**config.mk**
```make
export PLATFORM = sky130hd
export DESIGN_NAME = onb_ctrl
export DESIGN_NICKNAME = d
export VERILOG_FILES = /design/src/hw/onb_pkg.sv /design/src/hw/onb_lane.sv /design/src/hw/onb_ctrl.sv
export VERILOG_INCLUDE_DIRS = /design/src /design/src/hw
export SDC_FILE = /design/constraint.sdc
export NUM_CORES = 1
export LEC_CHECK = 0
export BUFFER_PORTS_ARGS = -buffer_cell sky130_fd_sc_hd__buf_2
export CORE_UTILIZATION = 54
export CTS_CLUSTER_SIZE = 10
export DETAILED_ROUTE_END_ITERATION = 10
export PLACE_DENSITY = 0.72
export SYNTH_ARGS = -nofsm -noshare
export SYNTH_HDL_FRONTEND = slang
export SYNTH_SLANG_ARGS = --single-unit
```
**constraint.sdc**
```tcl
create_clock -name ref_clk -period 1.6 [get_ports ref_clk]
set_input_delay 0.16 -clock ref_clk [delete_from_list [all_inputs] [get_ports ref_clk]]
set_output_delay 0.16 -clock ref_clk [all_outputs]
set_load 0.02 [all_outputs]
```
**src/hw/onb_map.svh**
```systemverilog
// Register offsets, field positions and reset values for the burst control block
`ifndef ONB_MAP_SVH
`define ONB_MAP_SVH
`define ONB_ADDR_W          16
`define ONB_OFF_GAP         16'h14D2
`define ONB_OFF_REQUEST     16'h14D3
`define ONB_OFF_ENABLES     16'h14D4
`define ONB_OFF_TRIG_CTRL   16'h14D5
`define ONB_OFF_RETIME      16'h14D6
`define ONB_OFF_STATUS      16'h14DF
`define ONB_REQ_MODE_BIT    6
`define ONB_REQ_LEN_MSB     5
`define ONB_RETIME_BIT      0
`define ONB_CTRL_SEL_BIT    0
`define ONB_CTRL_SWTRIG_BIT 1
`define ONB_RST_BYTE        8'h00
`define ONB_PRBS_SEED       7'h7F
`define ONB_LANES           4
`endif

```
**src/hw/onb_pkg.sv**
```systemverilog
// Types shared by the burst control block
package onb_pkg;
  typedef enum logic [1:0] {
    ONB_IDLE  = 2'b00,
    ONB_BURST = 2'b01,
    ONB_GAP   = 2'b10
  } onb_state_t;

  typedef struct packed {
    logic       burst_en;
    logic       prbs_en;
    logic       gap_mode;
    logic [5:0] len;
    logic [7:0] gap;
  } onb_lane_cfg_t;

  typedef struct packed {
    logic [15:0] addr;
    logic [7:0]  wdata;
    logic        wr;
    logic        rd;
  } onb_bus_t;
endpackage

```
**src/hw/onb_lane.sv**
```systemverilog
// One output lane: burst gating, gap counting and pseudorandom source
`include "onb_map.svh"
module onb_lane
  import onb_pkg::*;
(
  // Clock and reset
  input  wire logic          ref_clk,
  input  wire logic          rst_n,
  // Configuration and trigger
  input  wire onb_lane_cfg_t cfg,
  input  wire logic          start,
  input  wire logic          level,
  // Divider output
  input  wire logic          div_in,
  // Result
  output logic               out_q,
  output logic               busy
);
  onb_state_t state_q;
  logic       div_d1_q;
  logic       pend_q;
  logic [5:0] cnt_q;
  logic [7:0] gcnt_q;
  logic [6:0] lfsr_q;
  logic       rise;
  logic       go;
  logic       enter;
  logic       src;

  assign rise  = div_in & ~div_d1_q;
  assign go    = pend_q | (cfg.gap_mode & level);
  assign enter = (state_q == ONB_IDLE) & cfg.burst_en & (cfg.len != 6'h00) & go & ~div_in;
  assign src   = cfg.prbs_en ? lfsr_q[6] : div_in;
  assign busy  = (state_q != ONB_IDLE);

  always_ff @(posedge ref_clk or negedge rst_n) begin
    if (!rst_n) begin
      div_d1_q <= 1'b0;
    end else begin
      div_d1_q <= div_in;
    end
  end

  always_ff @(posedge ref_clk or negedge rst_n) begin
    if (!rst_n) begin
      pend_q <= 1'b0;
    end else if (start && cfg.burst_en) begin
      pend_q <= 1'b1;
    end else if (enter || !cfg.burst_en || cfg.len == 6'h00) begin
      pend_q <= 1'b0;
    end
  end

  always_ff @(posedge ref_clk or negedge rst_n) begin
    if (!rst_n) begin
      state_q <= ONB_IDLE;
    end else if (!cfg.burst_en) begin
      state_q <= ONB_IDLE;
    end else begin
      case (state_q)
        ONB_IDLE: begin
          if (enter) begin
            state_q <= ONB_BURST;
          end
        end
        ONB_BURST: begin
          if (cnt_q == cfg.len && !div_in) begin
            state_q <= cfg.gap_mode ? ONB_GAP : ONB_IDLE;
          end
        end
        ONB_GAP: begin
          if (gcnt_q == cfg.gap) begin
            state_q <= ONB_IDLE;
          end
        end
        default: begin
          state_q <= ONB_IDLE;
        end
      endcase
    end
  end

  always_ff @(posedge ref_clk or negedge rst_n) begin
    if (!rst_n) begin
      cnt_q <= 6'h00;
    end else if (state_q != ONB_BURST) begin
      cnt_q <= 6'h00;
    end else if (rise) begin
      cnt_q <= cnt_q + 6'h01;
    end
  end

  always_ff @(posedge ref_clk or negedge rst_n) begin
    if (!rst_n) begin
      gcnt_q <= 8'h00;
    end else if (state_q != ONB_GAP) begin
      gcnt_q <= 8'h00;
    end else if (rise) begin
      gcnt_q <= gcnt_q + 8'h01;
    end
  end

  always_ff @(posedge ref_clk or negedge rst_n) begin
    if (!rst_n) begin
      lfsr_q <= `ONB_PRBS_SEED;
    end else if (rise) begin
      lfsr_q <= {lfsr_q[5:0], lfsr_q[6] ^ lfsr_q[5]};
    end
  end

  always_ff @(posedge ref_clk or negedge rst_n) begin
    if (!rst_n) begin
      out_q <= 1'b0;
    end else begin
      out_q <= cfg.burst_en ? ((state_q == ONB_BURST) & src) : src;
    end
  end

  AST_BURST_COUNT: assert property (@(posedge ref_clk) disable iff (!rst_n)
    (state_q == ONB_BURST && cfg.burst_en) ##1 (state_q != ONB_BURST) |->
    ($past(cnt_q) == $past(cfg.len)))
    else $error("burst ended with wrong pulse count");

  AST_COUNT_BOUND: assert property (@(posedge ref_clk) disable iff (!rst_n)
    (state_q == ONB_BURST) |-> (cnt_q <= cfg.len) || $changed(cfg.len))
    else $error("burst produced more pulses than programmed");

  AST_GAP_LEN: assert property (@(posedge ref_clk) disable iff (!rst_n)
    (state_q == ONB_GAP && cfg.burst_en) ##1 (state_q != ONB_GAP) |->
    ($past(gcnt_q) == $past(cfg.gap)))
    else $error("gap ended with wrong length");

  AST_NO_GAP_EDGE: assert property (@(posedge ref_clk) disable iff (!rst_n)
    (state_q == ONB_BURST && !cfg.gap_mode) ##1 (state_q != ONB_BURST) |->
    (state_q == ONB_IDLE))
    else $error("edge mode entered a gap");
endmodule

```
**src/hw/onb_ctrl.sv**
```systemverilog
// Burst, pseudorandom and retime control for the four channel outputs
// Operation
// - Request mode 0: each trigger rising edge starts one burst.
// - Request mode 1: bursts repeat while the trigger stays high.
// - Each burst holds as many pulses as the 6-bit length field.
// - Per-output burst enable at bits 6,4,2,0 mutes output outside bursts.
// - Retime bit 0: trigger from multifunction pins or register, user selected.
// - Retime bit 1: trigger from the internal retiming block.
// - Gapped mode inserts a gap of 8-bit field divider cycles between bursts.
//
// Local design decision: the plain strobed port.
`include "onb_map.svh"
module onb_ctrl
  import onb_pkg::*;
(
  // Clock and reset
  input  wire logic        ref_clk,
  input  wire logic        rst_n,
  // Register port
  input  wire logic [15:0] reg_addr,
  input  wire logic [7:0]  reg_wdata,
  input  wire logic        reg_wr,
  input  wire logic        reg_rd,
  output logic [7:0]       reg_rdata_q,
  // Trigger sources
  input  wire logic        multifunction_pins,
  input  wire logic        int_retime_trig,
  // Divider outputs: a_true, a_comp, b_true, b_comp
  input  wire logic [3:0]  div_clk_in,
  // Gated outputs in the same order
  output logic [3:0]       clk_out_q
);
  onb_bus_t      bus;
  onb_lane_cfg_t lane_cfg [`ONB_LANES];
  logic [7:0]    en_q;
  logic          retime_q;
  logic          mode_q;
  logic [5:0]    len_q;
  logic [7:0]    gap_q;
  logic          src_sel_q;
  logic          sw_trig_q;
  logic          mf_s1_q;
  logic          mf_s2_q;
  logic          trig_d;
  logic          trig_q;
  logic          trig_d1_q;
  logic          edge_start;
  logic [3:0]    busy;
  logic [7:0]    rdata_d;

  assign bus = '{addr: reg_addr, wdata: reg_wdata, wr: reg_wr, rd: reg_rd};

  always_ff @(posedge ref_clk or negedge rst_n) begin
    if (!rst_n) begin
      en_q      <= `ONB_RST_BYTE;
      retime_q  <= 1'b0;
      mode_q    <= 1'b0;
      len_q     <= 6'h00;
      gap_q     <= `ONB_RST_BYTE;
      src_sel_q <= 1'b0;
      sw_trig_q <= 1'b0;
    end else if (bus.wr) begin
      case (bus.addr)
        `ONB_OFF_ENABLES: begin
          en_q <= bus.wdata;
        end
        `ONB_OFF_RETIME: begin
          retime_q <= bus.wdata[`ONB_RETIME_BIT];
        end
        `ONB_OFF_REQUEST: begin
          mode_q <= bus.wdata[`ONB_REQ_MODE_BIT];
          len_q  <= bus.wdata[`ONB_REQ_LEN_MSB:0];
        end
        `ONB_OFF_GAP: begin
          gap_q <= bus.wdata;
        end
        `ONB_OFF_TRIG_CTRL: begin
          src_sel_q <= bus.wdata[`ONB_CTRL_SEL_BIT];
          sw_trig_q <= bus.wdata[`ONB_CTRL_SWTRIG_BIT];
        end
        default: begin
        end
      endcase
    end
  end

  // Read mux, unmapped reads as zero
  always_comb begin
    rdata_d = 8'h00;
    case (bus.addr)
      `ONB_OFF_ENABLES:   rdata_d = en_q;
      `ONB_OFF_RETIME:    rdata_d = {7'h00, retime_q};
      `ONB_OFF_REQUEST:   rdata_d = {1'b0, mode_q, len_q};
      `ONB_OFF_GAP:       rdata_d = gap_q;
      `ONB_OFF_TRIG_CTRL: rdata_d = {6'h00, sw_trig_q, src_sel_q};
      `ONB_OFF_STATUS:    rdata_d = {4'h0, busy};
      default:            rdata_d = 8'h00;
    endcase
  end

  always_ff @(posedge ref_clk or negedge rst_n) begin
    if (!rst_n) begin
      reg_rdata_q <= 8'h00;
    end else if (bus.rd) begin
      reg_rdata_q <= rdata_d;
    end else begin
      reg_rdata_q <= 8'h00;
    end
  end

  // Pin trigger synchroniser
  always_ff @(posedge ref_clk or negedge rst_n) begin
    if (!rst_n) begin
      mf_s1_q <= 1'b0;
      mf_s2_q <= 1'b0;
    end else begin
      mf_s1_q <= multifunction_pins;
      mf_s2_q <= mf_s1_q;
    end
  end

  assign trig_d = retime_q ? int_retime_trig : (src_sel_q ? sw_trig_q : mf_s2_q);

  always_ff @(posedge ref_clk or negedge rst_n) begin
    if (!rst_n) begin
      trig_q    <= 1'b0;
      trig_d1_q <= 1'b0;
    end else begin
      trig_q    <= trig_d;
      trig_d1_q <= trig_q;
    end
  end

  assign edge_start = ~mode_q & trig_q & ~trig_d1_q;

  genvar gi;
  generate
    for (gi = 0; gi < `ONB_LANES; gi++) begin : g_lane
      assign lane_cfg[gi] = '{burst_en: en_q[2*gi], prbs_en: en_q[2*gi+1],
                              gap_mode: mode_q, len: len_q, gap: gap_q};
      onb_lane u_lane (
        .ref_clk (ref_clk),
        .rst_n   (rst_n),
        .cfg     (lane_cfg[gi]),
        .start   (edge_start),
        .level   (trig_q & mode_q),
        .div_in  (div_clk_in[gi]),
        .out_q   (clk_out_q[gi]),
        .busy    (busy[gi])
      );
    end
  endgenerate

  AST_EDGE_START: assert property (@(posedge ref_clk) disable iff (!rst_n)
    (edge_start && en_q[0] && !busy[0]) ##1
    (en_q[0] && !busy[0] && len_q != 6'h00 && !div_clk_in[0]) |=> busy[0])
    else $error("edge did not start a burst");

  AST_LEVEL_REPEAT: assert property (@(posedge ref_clk) disable iff (!rst_n)
    (mode_q && trig_q && en_q[0] && !busy[0] && len_q != 6'h00 && !div_clk_in[0])
    |=> busy[0] || !en_q[0] || !mode_q)
    else $error("level trigger did not repeat burst");

  AST_MUTED: assert property (@(posedge ref_clk) disable iff (!rst_n)
    ($past(en_q[0]) && !$past(busy[0])) |-> !clk_out_q[0])
    else $error("muted output toggled outside burst");

  AST_PASS_THROUGH: assert property (@(posedge ref_clk) disable iff (!rst_n)
    ($past(en_q[1:0]) == 2'b00) |-> clk_out_q[0] == $past(div_clk_in[0]))
    else $error("plain output does not follow divider");

  AST_RETIME_INT: assert property (@(posedge ref_clk) disable iff (!rst_n)
    retime_q |=> trig_q == $past(int_retime_trig))
    else $error("internal retime source not used");

  AST_RETIME_EXT: assert property (@(posedge ref_clk) disable iff (!rst_n)
    (!retime_q && !src_sel_q) |=> trig_q == $past(mf_s2_q))
    else $error("pin retime source not used");

  AST_RESERVED_ZERO: assert property (@(posedge ref_clk) disable iff (!rst_n)
    (bus.rd && bus.addr == `ONB_OFF_RETIME) |=> reg_rdata_q[7:1] == 7'h00)
    else $error("reserved bits read nonzero");

  AST_WRITE_TAKES: assert property (@(posedge ref_clk) disable iff (!rst_n)
    (bus.wr && bus.addr == `ONB_OFF_ENABLES) ##1 (bus.rd && bus.addr == `ONB_OFF_ENABLES
     && !bus.wr) |=> reg_rdata_q == $past(bus.wdata, 2))
    else $error("enable write not read back");

  AST_RETIME_REG: assert property (@(posedge ref_clk) disable iff (!rst_n)
    (!retime_q && src_sel_q) |=> trig_q == $past(sw_trig_q))
    else $error("register retime source not used");

  AST_LEN_ZERO: assert property (@(posedge ref_clk) disable iff (!rst_n)
    (len_q == 6'h00 && !busy[0]) |=> !busy[0])
    else $error("zero length started a burst");

  AST_STATUS_BUSY: assert property (@(posedge ref_clk) disable iff (!rst_n)
    (bus.rd && bus.addr == `ONB_OFF_STATUS) |=> reg_rdata_q == {4'h0, $past(busy)})
    else $error("status does not show lane activity");

  AST_READ_IDLE_ZERO: assert property (@(posedge ref_clk) disable iff (!rst_n)
    !bus.rd |=> reg_rdata_q == 8'h00)
    else $error("read data not cleared between reads");

  AST_REQ_RESERVED: assert property (@(posedge ref_clk) disable iff (!rst_n)
    (bus.rd && bus.addr == `ONB_OFF_REQUEST) |=> reg_rdata_q[7] == 1'b0)
    else $error("request reserved bit reads nonzero");

  COV_EDGE_BURST: cover property (@(posedge ref_clk) disable iff (!rst_n)
    edge_start ##[1:20] busy[0]);
  COV_GAPPED: cover property (@(posedge ref_clk) disable iff (!rst_n)
    mode_q && busy[0] ##1 !busy[0] ##[1:200] busy[0]);
  COV_PRBS: cover property (@(posedge ref_clk) disable iff (!rst_n)
    en_q[1] && clk_out_q[0]);
  COV_ZERO_LEN_EDGE: cover property (@(posedge ref_clk) disable iff (!rst_n)
    edge_start && len_q == 6'h00);
  COV_INT_RETIME: cover property (@(posedge ref_clk) disable iff (!rst_n)
    retime_q && edge_start ##[1:20] busy[0]);
endmodule

```
### Word level (Yosys, flattened, before mapping)

Index checks and enable logic that the tools add are counted.
W data, S select, Z words.

* bits in read-only memories: 0
* output and inout bits: 12
* bits in writable memories: 0
* memories: 0
* logic and storage cells: 248
* latch bits: 0
* input port bits: 34
* bits in registers: 142

* shifts and indexed selects: 0
* add/sub/neg operators: 8
* equality and inequality tests: 42
* multiply operators: 0
* div/mod/pow operators: 0
* muxes and demuxes: 57
* reduce and logical (&&, ||, !) cells: 55
* magnitude comparators: 0
* bitwise operators: 46

Operator list (number)
* $eq A16 B13 Y1 const B: 6
* $mux W8: 9
* $mux W6: 8
* $pmux W8 S6: 1
* $ne A3 B2 Y1 const B: 12
* $mux W2: 17
* $add A8 B1 Y8 const B: 4
* $eq A8 B8 Y1: 4
* $reduce_bool A2 Y1: 16
* $and A1 B1 Y1: 28
* $add A6 B1 Y6 const B: 4
* $eq A6 B6 Y1: 4
* $pmux W2 S3: 4
* $mux W1: 18
* $reduce_and A3 Y1: 4
* $not A1 Y1: 10
* $reduce_and A2 Y1: 5
* $eq A2 B1 Y1 const B: 4
* $eq A2 B2 Y1 const B: 4
* $logic_and A1 B1 Y1: 8
* $logic_not A1 Y1: 8
* $logic_not A2 Y1: 4
* $logic_or A1 B1 Y1: 8
* $ne A2 B1 Y1 const B: 4
* other kinds (5): 14

### Longest topological paths before layout

Gate-level depths: netlist of run 1.

* depth in word-level cells: 9
* gate-level depth with buffers: 6
* depth with buffers taken out: 4

### Modules after synthesis

A second synthesis of run 1 with hierarchy kept.

* cells, all modules: 684
* area, all modules: 7110.6 sq um

By module, submodules not included
* onb_lane: area an instance 1343.8 sq um, cells each 138, instances 4, seq. area each 659.4 sq um
* onb_ctrl: area an instance 1735.4 sq um, cells each 132, instances 1, seq. area each 950.9 sq um

### Worst setup path after synthesis of run 1

No wires, ideal clock.

* kind: input -> register
* start: input port reg_addr[13]
* end: register len_q[0]
* required time: 1475 ps
* stages on the path: 5
* path slack: -234 ps
* path buffers: 1
* data arrival time: 1709 ps
* setup time: 125 ps
* cells stage by stage: or4b_1 -> buf_6 -> nor4_4 -> nand2_4 -> mux2_4

* cells in the longest elaborated chain, start to end: 2

Ends and longest elaborated chain
* start, declared: line onb_ctrl.sv:20 `input wire logic [15:0] reg_addr,`
* $eq A16 B13 Y1: line onb_ctrl.sv:63 `case (bus.addr)`
* $reduce_and A2 Y1 (no line)
* end signal, assigned: line onb_ctrl.sv:72 `` len_q <= bus.wdata[`ONB_REQ_LEN_MSB:0]; ``
* end, declared: line onb_ctrl.sv:38 `logic [5:0] len_q;`

Every way passes these cells.
A chain may end at the register's enable or synchronous reset.

### Worst setup path in the final report of run 1

* start: input port reg_addr[13]
* end: register gap_q[7]

* cells in the longest elaborated chain, start to end: 2

Ends and longest elaborated chain
* $eq A16 B13 Y1: line onb_ctrl.sv:63
* $reduce_and A2 Y1 (no line)
* end signal, assigned: line onb_ctrl.sv:59 `` gap_q <= `ONB_RST_BYTE; ``
* end signal, assigned: line onb_ctrl.sv:75 `gap_q <= bus.wdata;`
* end, declared: line onb_ctrl.sv:39 `logic [7:0] gap_q;`

Every way passes these cells.

==> metrics.md, run 1 <==
| Metric | Value |
|---|---|
| Tightest Hold Check Type | `in2reg` |
| Initial antenna violation count | `0` |
| Hold_sp | `reg_wdata[2]` |
| Synth Net Count | `roughly 670` |
| Dominant synthesized flop cell | `dfrtp_1` |
| Cell Area, Placed | `about 7600 um2` |
| Violation count after the first detailed-routing iteration | `400` |
| Crit-path cells | `buf_2, or4b_1, nor2_1, and4b_1, buf_4, mux2_2` |
| Routed WL per cell | `roughly 18 um` |
| R2R depth | `4` |
| Post-synth top area share | `between 40% and 50%` |
| Synth warn | `0` |
| Final instance area | `between 8000 and 9000 um2` |
| Drt via density | `5.64` |
| Final ANT Viol Nets | `0` |
| Crit Reg-Reg Startpoint | `len_q[5]` |
| Final #Nets | `around 740` |
| Number of synthesized flops with an enable pin | `0` |
| Die area | `about 13000 um2` |
| CTS Sinks | `142` |
| Crit path launch | `reg_addr[13]` |
| Reg2reg end | `g_lane[3].u_lane.state_q[0]` |
| Hold_ws | `about 0.017 ns` |
| N_diodes | `0` |
| Top-count cell post-synth | `dfrtp_1` |
| Vias in the first global route | `between 5000 and 6000` |
| Dpl hpwl | `roughly 11 mm` |
| Cells after Synth | `between 600 and 700` |
| CP max FO | `8` |
| Initial Util | `a little under three fifths` |
| FP Rows | `roughly 40` |
| CP Launch Type | `primary input` |
| Syn Area/Cell | `around 11 um2` |
| Fin. Hold Viols | `0` |
| Cell Pwr Density | `roughly 1100 nW/um2` |
| Synth Register Bits | `between 100 and 150` |
| Clock latency on the worst-skew pair | `roughly 0.43 ns` |
| Share of cells above drive strength 1 | `between 20% and 30%` |
| Unrepaired setup endpoints after global routing | `false` |
| DRC errors left | `0` |
| First-pass GRT wire length | `roughly 25 mm` |
| Routed WL | `about 16 mm` |
| Clk slew on worst S/H paths | `approximately 0.06 ns` |
| Count of cell types in the netlist | `46` |
| Period utilization | `a little over nine tenths` |
| Slowest cell on the critical path | `or4b_1` |
| Required @ worst endpoint | `~1.9 ns` |
| Slew HR | `about three fifths` |
| WS Path Type | `in2reg` |
| Period minus WS final | `1.52 ns` |
| Inserted Clock Buffers | `17` |
| Layout Cells excl Fill | `between 800 and 900` |
| Buffers on Ports | `45` |
| Placer Congestion | `approximately 0.83` |
| R2r setup slk | `about 0.08 ns` |
| DR pass1 iterations | `5` |
| Die H | `between 100 and 150 um` |
| Asr flop ratio synth | `100%` |
| Max-cap violation count | `0` |
| Worst Tran Pin Value | `~0.57 ns` |
| H-Tree Depth | `4` |
| Placeable Area | `12700 um2` |
| Vias | `4966` |
| Worst EP arrival | `roughly 1.8 ns` |
| Hold path endpoint | `len_q[2]` |
| CP max stage delay | `0.69 ns` |
| Total power | `a little over 9 mW` |
| Clock Path Buffers | `2` |
| Clock Skew | `around 0.014 ns` |
| Largest net degree at the start of global routing | `between 40 and 50` |
| Status | `completed` |
| Final Max Tran Viols | `0` |
| Core Util, Final | `65.8%` |
| Final setup fails | `0` |
| GRT Residual Overflow | `0` |
| Hold Path Cell Cnt | `2` |
| CP endpoint kind | `flip-flop` |
| Largest area contributor in the netlist | `dfrtp_1` |
| Fmax | `roughly 660 MHz` |
| CTS tree | `built` |
| Leak Pwr | `3.91 nW` |
| Root Driver | `clkbuf_16` |
| Ranking of synthesized cells by area | `dfrtp_1, dfstp_2, xor2_1` |
| WP buf/inv | `2` |
| Post-synth top cells | `dfrtp_1, xor2_1, nor2_1` |
| Area Overhead vs Synth | `18.5%` |
| Top delay family on crit path | `simple AND/OR/NAND/NOR gates` |
| GRT Util Overall | `about a quarter` |
| Mapped Area | `about 7000 um2` |
| Placed Cells | `~840` |
| Seq/Total Area, Yosys | `approximately half` |
| # IOs | `46` |
| Peak supply drop | `0.677 mV` |
| Die width | `around 120 um` |
[routing by layer]
metal / global-route usage, % / part of all wire (%) / vias to the layer above
li1: - / - / 2329
met5: 0 / 0 / -
met2: 40.4 / 48 / 160
met3: 6.07 / 5.4 / 34
met1: 31.5 / 44 / 2443
met4: 11.5 / 2.3 / 0
[kinds of logic (layout without fill, tap and decap cells)]
family          after synthesis  after routing  share of synthesized area [%]
compound gates               52             52                           5.12
xor+xnor                    108            108                           13.5
fa+ha+maj                     8              8                           1.42
buf+inv                      38            122                           2.38
flops                       142            142                           51.0
mux                          64             64                           10.4
simple gates                213            213                           16.2
[area by class of cell]
type | instances | area [um2]
clock buffer | 26 | 499
timing repair buffer | 90 | 639
clock inverter | 6 | 105
multi-input combinational | 445 | 3290
fill | 987 | 4340
sequential | 142 | 3590
tap | 172 | 215
[power breakdown]
group	total, mW	leakage (nW)	internal [mW]	switching [mW]
clock network	4.03	0.298	2.61	1.42
registers	4.44	1.86	4.22	0.218
logic	0.792	1.75	0.456	0.336
total	9.27	3.91	7.29	1.98
[flip-flops by register name (all words and copies together), names as in the netlist, 6 cells and up]
| name | flops |
|---|---|
| g_lane.u_lane.gcnt_q | 32 |
| len_q | 6 |
| g_lane.u_lane.lfsr_q | 28 |
| gap_q | 8 |
| reg_rdata_q | 8 |
| g_lane.u_lane.cnt_q | 24 |
| en_q | 8 |
| g_lane.u_lane.state_q | 8 |
[what timing repair did]
item | 4_1_cts | 5_1_grt
setup endpoints to repair | 1 | 1
hold endpoints to repair | 42 | 0
buffers inserted | 0 | 0
hold buffers | 8 | 0
resized for setup | 1 | 1
[worst reg2reg max path: cells and delay by family, from the launching register on]
kind / cells / cell delay [ns]
flops: 1 / 0.48
compound gates: 2 / 0.40
simple gates: 1 / 0.31
xor+xnor: 1 / 0.22
[cell usage in the layout (no fill, tap or decap), types with 5 or more instances in the layout]
| master | instances |
|---|---|
| nand4_1 | 28 |
| xnor2_1 | 24 |
| mux2_2 | 43 |
| clkbuf_16 | 17 |
| o2bb2ai_1 | 7 |
| mux2i_1 | 14 |
| clkbuf_1 | 5 |
| dfrtp_1 | 113 |
| dlygate4sd3_1 | 8 |
| a21boi_0 | 5 |
| mux2_4 | 7 |
| a21oi_1 | 19 |
| nand3_1 | 9 |
| nand2b_1 | 10 |
| buf_4 | 33 |
| nor2_1 | 76 |
| and3_1 | 14 |
| dfstp_2 | 28 |
| nand3b_1 | 5 |
| xor2_1 | 84 |
| nor3_1 | 5 |
| ha_1 | 8 |
| nor2b_1 | 8 |
| nor4_1 | 15 |
| nand2_1 | 26 |
| buf_2 | 44 |
[how the worst max path moves through the flow]
stage | end | cells past startpoint
finish | gap_q[7] | 6
global route | gap_q[7] | 6
CTS | g_lane[3].u_lane.state_q[0] | 5
detailed placement | gap_q[7] | 6
global placement | gap_q[4] | 6
floorplan | len_q[0] | 5
[metrics by stage]
step	TNS, ns	setup slack [ns]
6_report	0	0.0802
5_1_grt	0	0.00371
4_1_cts	0	0.0363
3_5_place_dp	-8.15	-0.318
3_3_place_gp	-7.71	-0.320
2_1_floorplan	-3.17	-0.209
Note: power is estimated with default switching activity, not from simulation.
==> inputs of run 2 (changes only) <==
==> constraint.sdc (replaced) <==
create_clock -name ref_clk -period 1.4 [get_ports ref_clk]
set_input_delay 0.14 -clock ref_clk [delete_from_list [all_inputs] [get_ports ref_clk]]
set_output_delay 0.14 -clock ref_clk [all_outputs]
set_load 0.02 [all_outputs]
==> run 2 against run 1 <==
Effect of this change:
- the run now ends with negative setup slack left
- global-route usage grew 0.69 points
- utilization grew 3.1 points
- worst setup slack lost 0.14 ns
- wire length grew 4.4%
- largest cell class unchanged
- largest power group unchanged
==> metrics.md, run 2 (same netlist as run 1, synthesis figures left out) <==
| Metric | Value |
|---|---|
| Clk slew on worst S/H paths | `0.06 ns (about the same)` |
| Hold_ws | `0.0142 ns (-0.00310 ns)` |
| Total power | `10.6 mW (+15%)` |
| Die H | `116 um (unchanged)` |
| Required @ worst endpoint | `1.70 ns (-0.20 ns)` |
| Initial antenna violation count | `0 (unchanged)` |
| Clock Skew | `0.00769 ns (-0.00679 ns)` |
| Final #Nets | `764 (+3.5%)` |
| GRT Residual Overflow | `0 (unchanged)` |
| FP Rows | `41 (unchanged)` |
| Placeable Area | `12700 um2 (unchanged)` |
| Biggest regs | `g_lane.u_lane.gcnt_q: 32 flops, g_lane.u_lane.lfsr_q: 28 flops, g_lane.u_lane.cnt_q: 24 flops` |
| CP endpoint kind | `flip-flop` |
| Drt via density | `5.62 (-0.23%)` |
| CP Launch Type | `primary input` |
| Unrepaired setup endpoints after global routing | `true` |
| Area Overhead vs Synth | `24.0%` |
| Vias in the first global route | `5041 (+0.50%)` |
| Slew HR | `66.0% (+4.2 points)` |
| Fin. Hold Viols | `0 (unchanged)` |
| Leak Pwr | `4.07 nW (+4.3%)` |
| Commonest cells after routing, fill and taps aside | `dfrtp_1, xor2_1, nor2_1` |
| CTS tree | `built` |
| Initial Util | `55.5% (unchanged)` |
| Max-cap violation count | `0 (unchanged)` |
| Worst EP arrival | `1.76 ns (-0.06 ns)` |
| Routed WL per cell | `18.0 um (+1.4%)` |
| Routed WL | `16.3 mm (+4.4%)` |
| First-pass GRT wire length | `25.7 mm (+3.0%)` |
| Most common cell after layout, fill and taps aside | `dfrtp_1` |
| H-Tree Depth | `4 (unchanged)` |
| Worst Tran Pin Value | `0.503 ns (-0.0679 ns)` |
| Clock Path Buffers | `2 (unchanged)` |
| Peak supply drop | `0.947 mV (+40%)` |
| CP max FO | `8 (unchanged)` |
| DR pass1 iterations | `5 (unchanged)` |
| DRC errors left | `0 (unchanged)` |
| CTS Sinks | `142 (unchanged)` |
| Final setup fails | `17 (+17)` |
| # IOs | `46 (unchanged)` |
| Inserted Clock Buffers | `17 (unchanged)` |
| Cell Pwr Density | `1220 nW/um2 (+9.4%)` |
| Final Max Tran Viols | `0 (unchanged)` |
| Failing checks | `negative setup slack` |
| Fmax | `686 MHz` |
| Final ANT Viol Nets | `0 (unchanged)` |
| Period utilization | `104%` |
| Buffers on Ports | `45 (unchanged)` |
| Vias | `5101 (+2.7%)` |
| Wl on met1 | `7.11 mm (+3.5%)` |
| Clock latency on the worst-skew pair | `0.43 ns (about the same)` |
| Die area | `13500 um2 (unchanged)` |
| Root Driver | `clkbuf_16` |
| Period minus WS final | `between 1 and 1.5 ns` |
| Layout Cells excl Fill | `907 (+3.0%)` |
| Setup ws final | `-0.0578 ns (-0.138 ns)` |
| DR top layer | `met4` |
| Placed Cells | `859 (+2.1%)` |
| Placer Congestion | `0.832 (about the same)` |
| WS Path Type | `in2reg` |
| Tightest Hold Check Type | `in2reg` |
| Biggest register | `g_lane.u_lane.gcnt_q` |
| Met2 Routed Length | `8.05 mm (+6.9%)` |
| Violation count after the first detailed-routing iteration | `397 (-0.75%)` |
| GRT Util Overall | `25.5% (+0.69 points)` |
| Largest net degree at the start of global routing | `48 (+4.3%)` |
| Status | `finished with violations` |
| N_diodes | `0 (unchanged)` |
| Max reg flops | `32 (unchanged)` |
| Share of cells above drive strength 1 | `33.6% (+5.4 points)` |
| Dpl hpwl | `10.9 mm (about the same)` |
| Detail Route met3 WL | `856 um (+1.9%)` |
| Die width | `116 um (unchanged)` |
==> run 2: changes by cell type in the layout (fill, tap and decap cells not counted), moves of 5 or more <==
cell / delta
buf_4: +17
dfrtp_1: -9
dfrtp_2: +9
mux2_2: -8
mux2_4: +8
buf_6: +7
nor4_1: -6
nor4_2: +5
==> run 2: final cells by class <==
class / instances / area (um2)
tap: 172 / 215
multi-input combinational: 445 / 3400
clock buffer: 27 / 533
fill: 891 / 3950
clock inverter: 5 / 75.1
timing repair buffer: 116 / 901
sequential: 142 / 3600
==> run 2: path summary, 6_finish.rpt <==
path	start	to	slack (ns)	cells past startpoint
worst max-delay path	reg_addr[11]	gap_q[5]	-0.06	6
worst min-delay path	reg_wdata[5]	len_q[5]	0.01	2
worst max register to register	len_q[2]	g_lane[2].u_lane.state_q[0]	-0.03	5
worst min register to register	mf_s1_q	mf_s2_q	0.36	0
max in group asynchronous	rst_n	g_lane[2].u_lane.lfsr_q[4]	0.57	3
min in group asynchronous	rst_n	g_lane[0].u_lane.cnt_q[3]	0.20	2
==> run 2: stage by stage <==
| stage | TNS [ns] | utilization [%] | worst slack, ns | cell area (um2) |
|---|---|---|---|---|
| floorplan | -8.94 | - | -0.389 | 7050 |
| global placement | -13.62 | 61.6 | -0.488 | 7800 |
| detailed placement | -14.75 | 61.6 | -0.508 | 7800 |
| CTS | -0.0311 | 67.5 | -0.0162 | 8560 |
| global route | -1.75 | 68.8 | -0.0817 | 8720 |
| finish | -0.694 | 68.8 | -0.0578 | 8720 |
==> run 2: where the power goes <==
group	internal, mW	switching [mW]	total [mW]	leakage [nW]
Combinational	0.551	0.397	0.948	1.93
Clock	2.95	1.64	4.59	0.303
Sequential	4.83	0.249	5.08	1.84
==> run 2: critical path: stages <==
cell and delay (ns):
buf_6 0.09, or4b_4 0.59, nor3_2 0.20, and4b_1 0.24
buf_6 0.18, mux2_4 0.32
==> run 2: metal layers <==
layer | vias up | track usage, %
met5 | - | 0
met2 | 133 | 42.3
met3 | 23 | 5.86
met4 | 0 | 11.2
li1 | 2373 | -
met1 | 2572 | 32.2
==> run 2: repair_timing <==
item / CTS / global route
hold buffers: 11 / 0
pin swaps: 7 / 11
gates resized for setup: 15 / 29
setup buffers: 0 / 5
hold endpoints to repair: 130 / 0
setup endpoints to repair: 33 / 39
cloned: 0 / 0
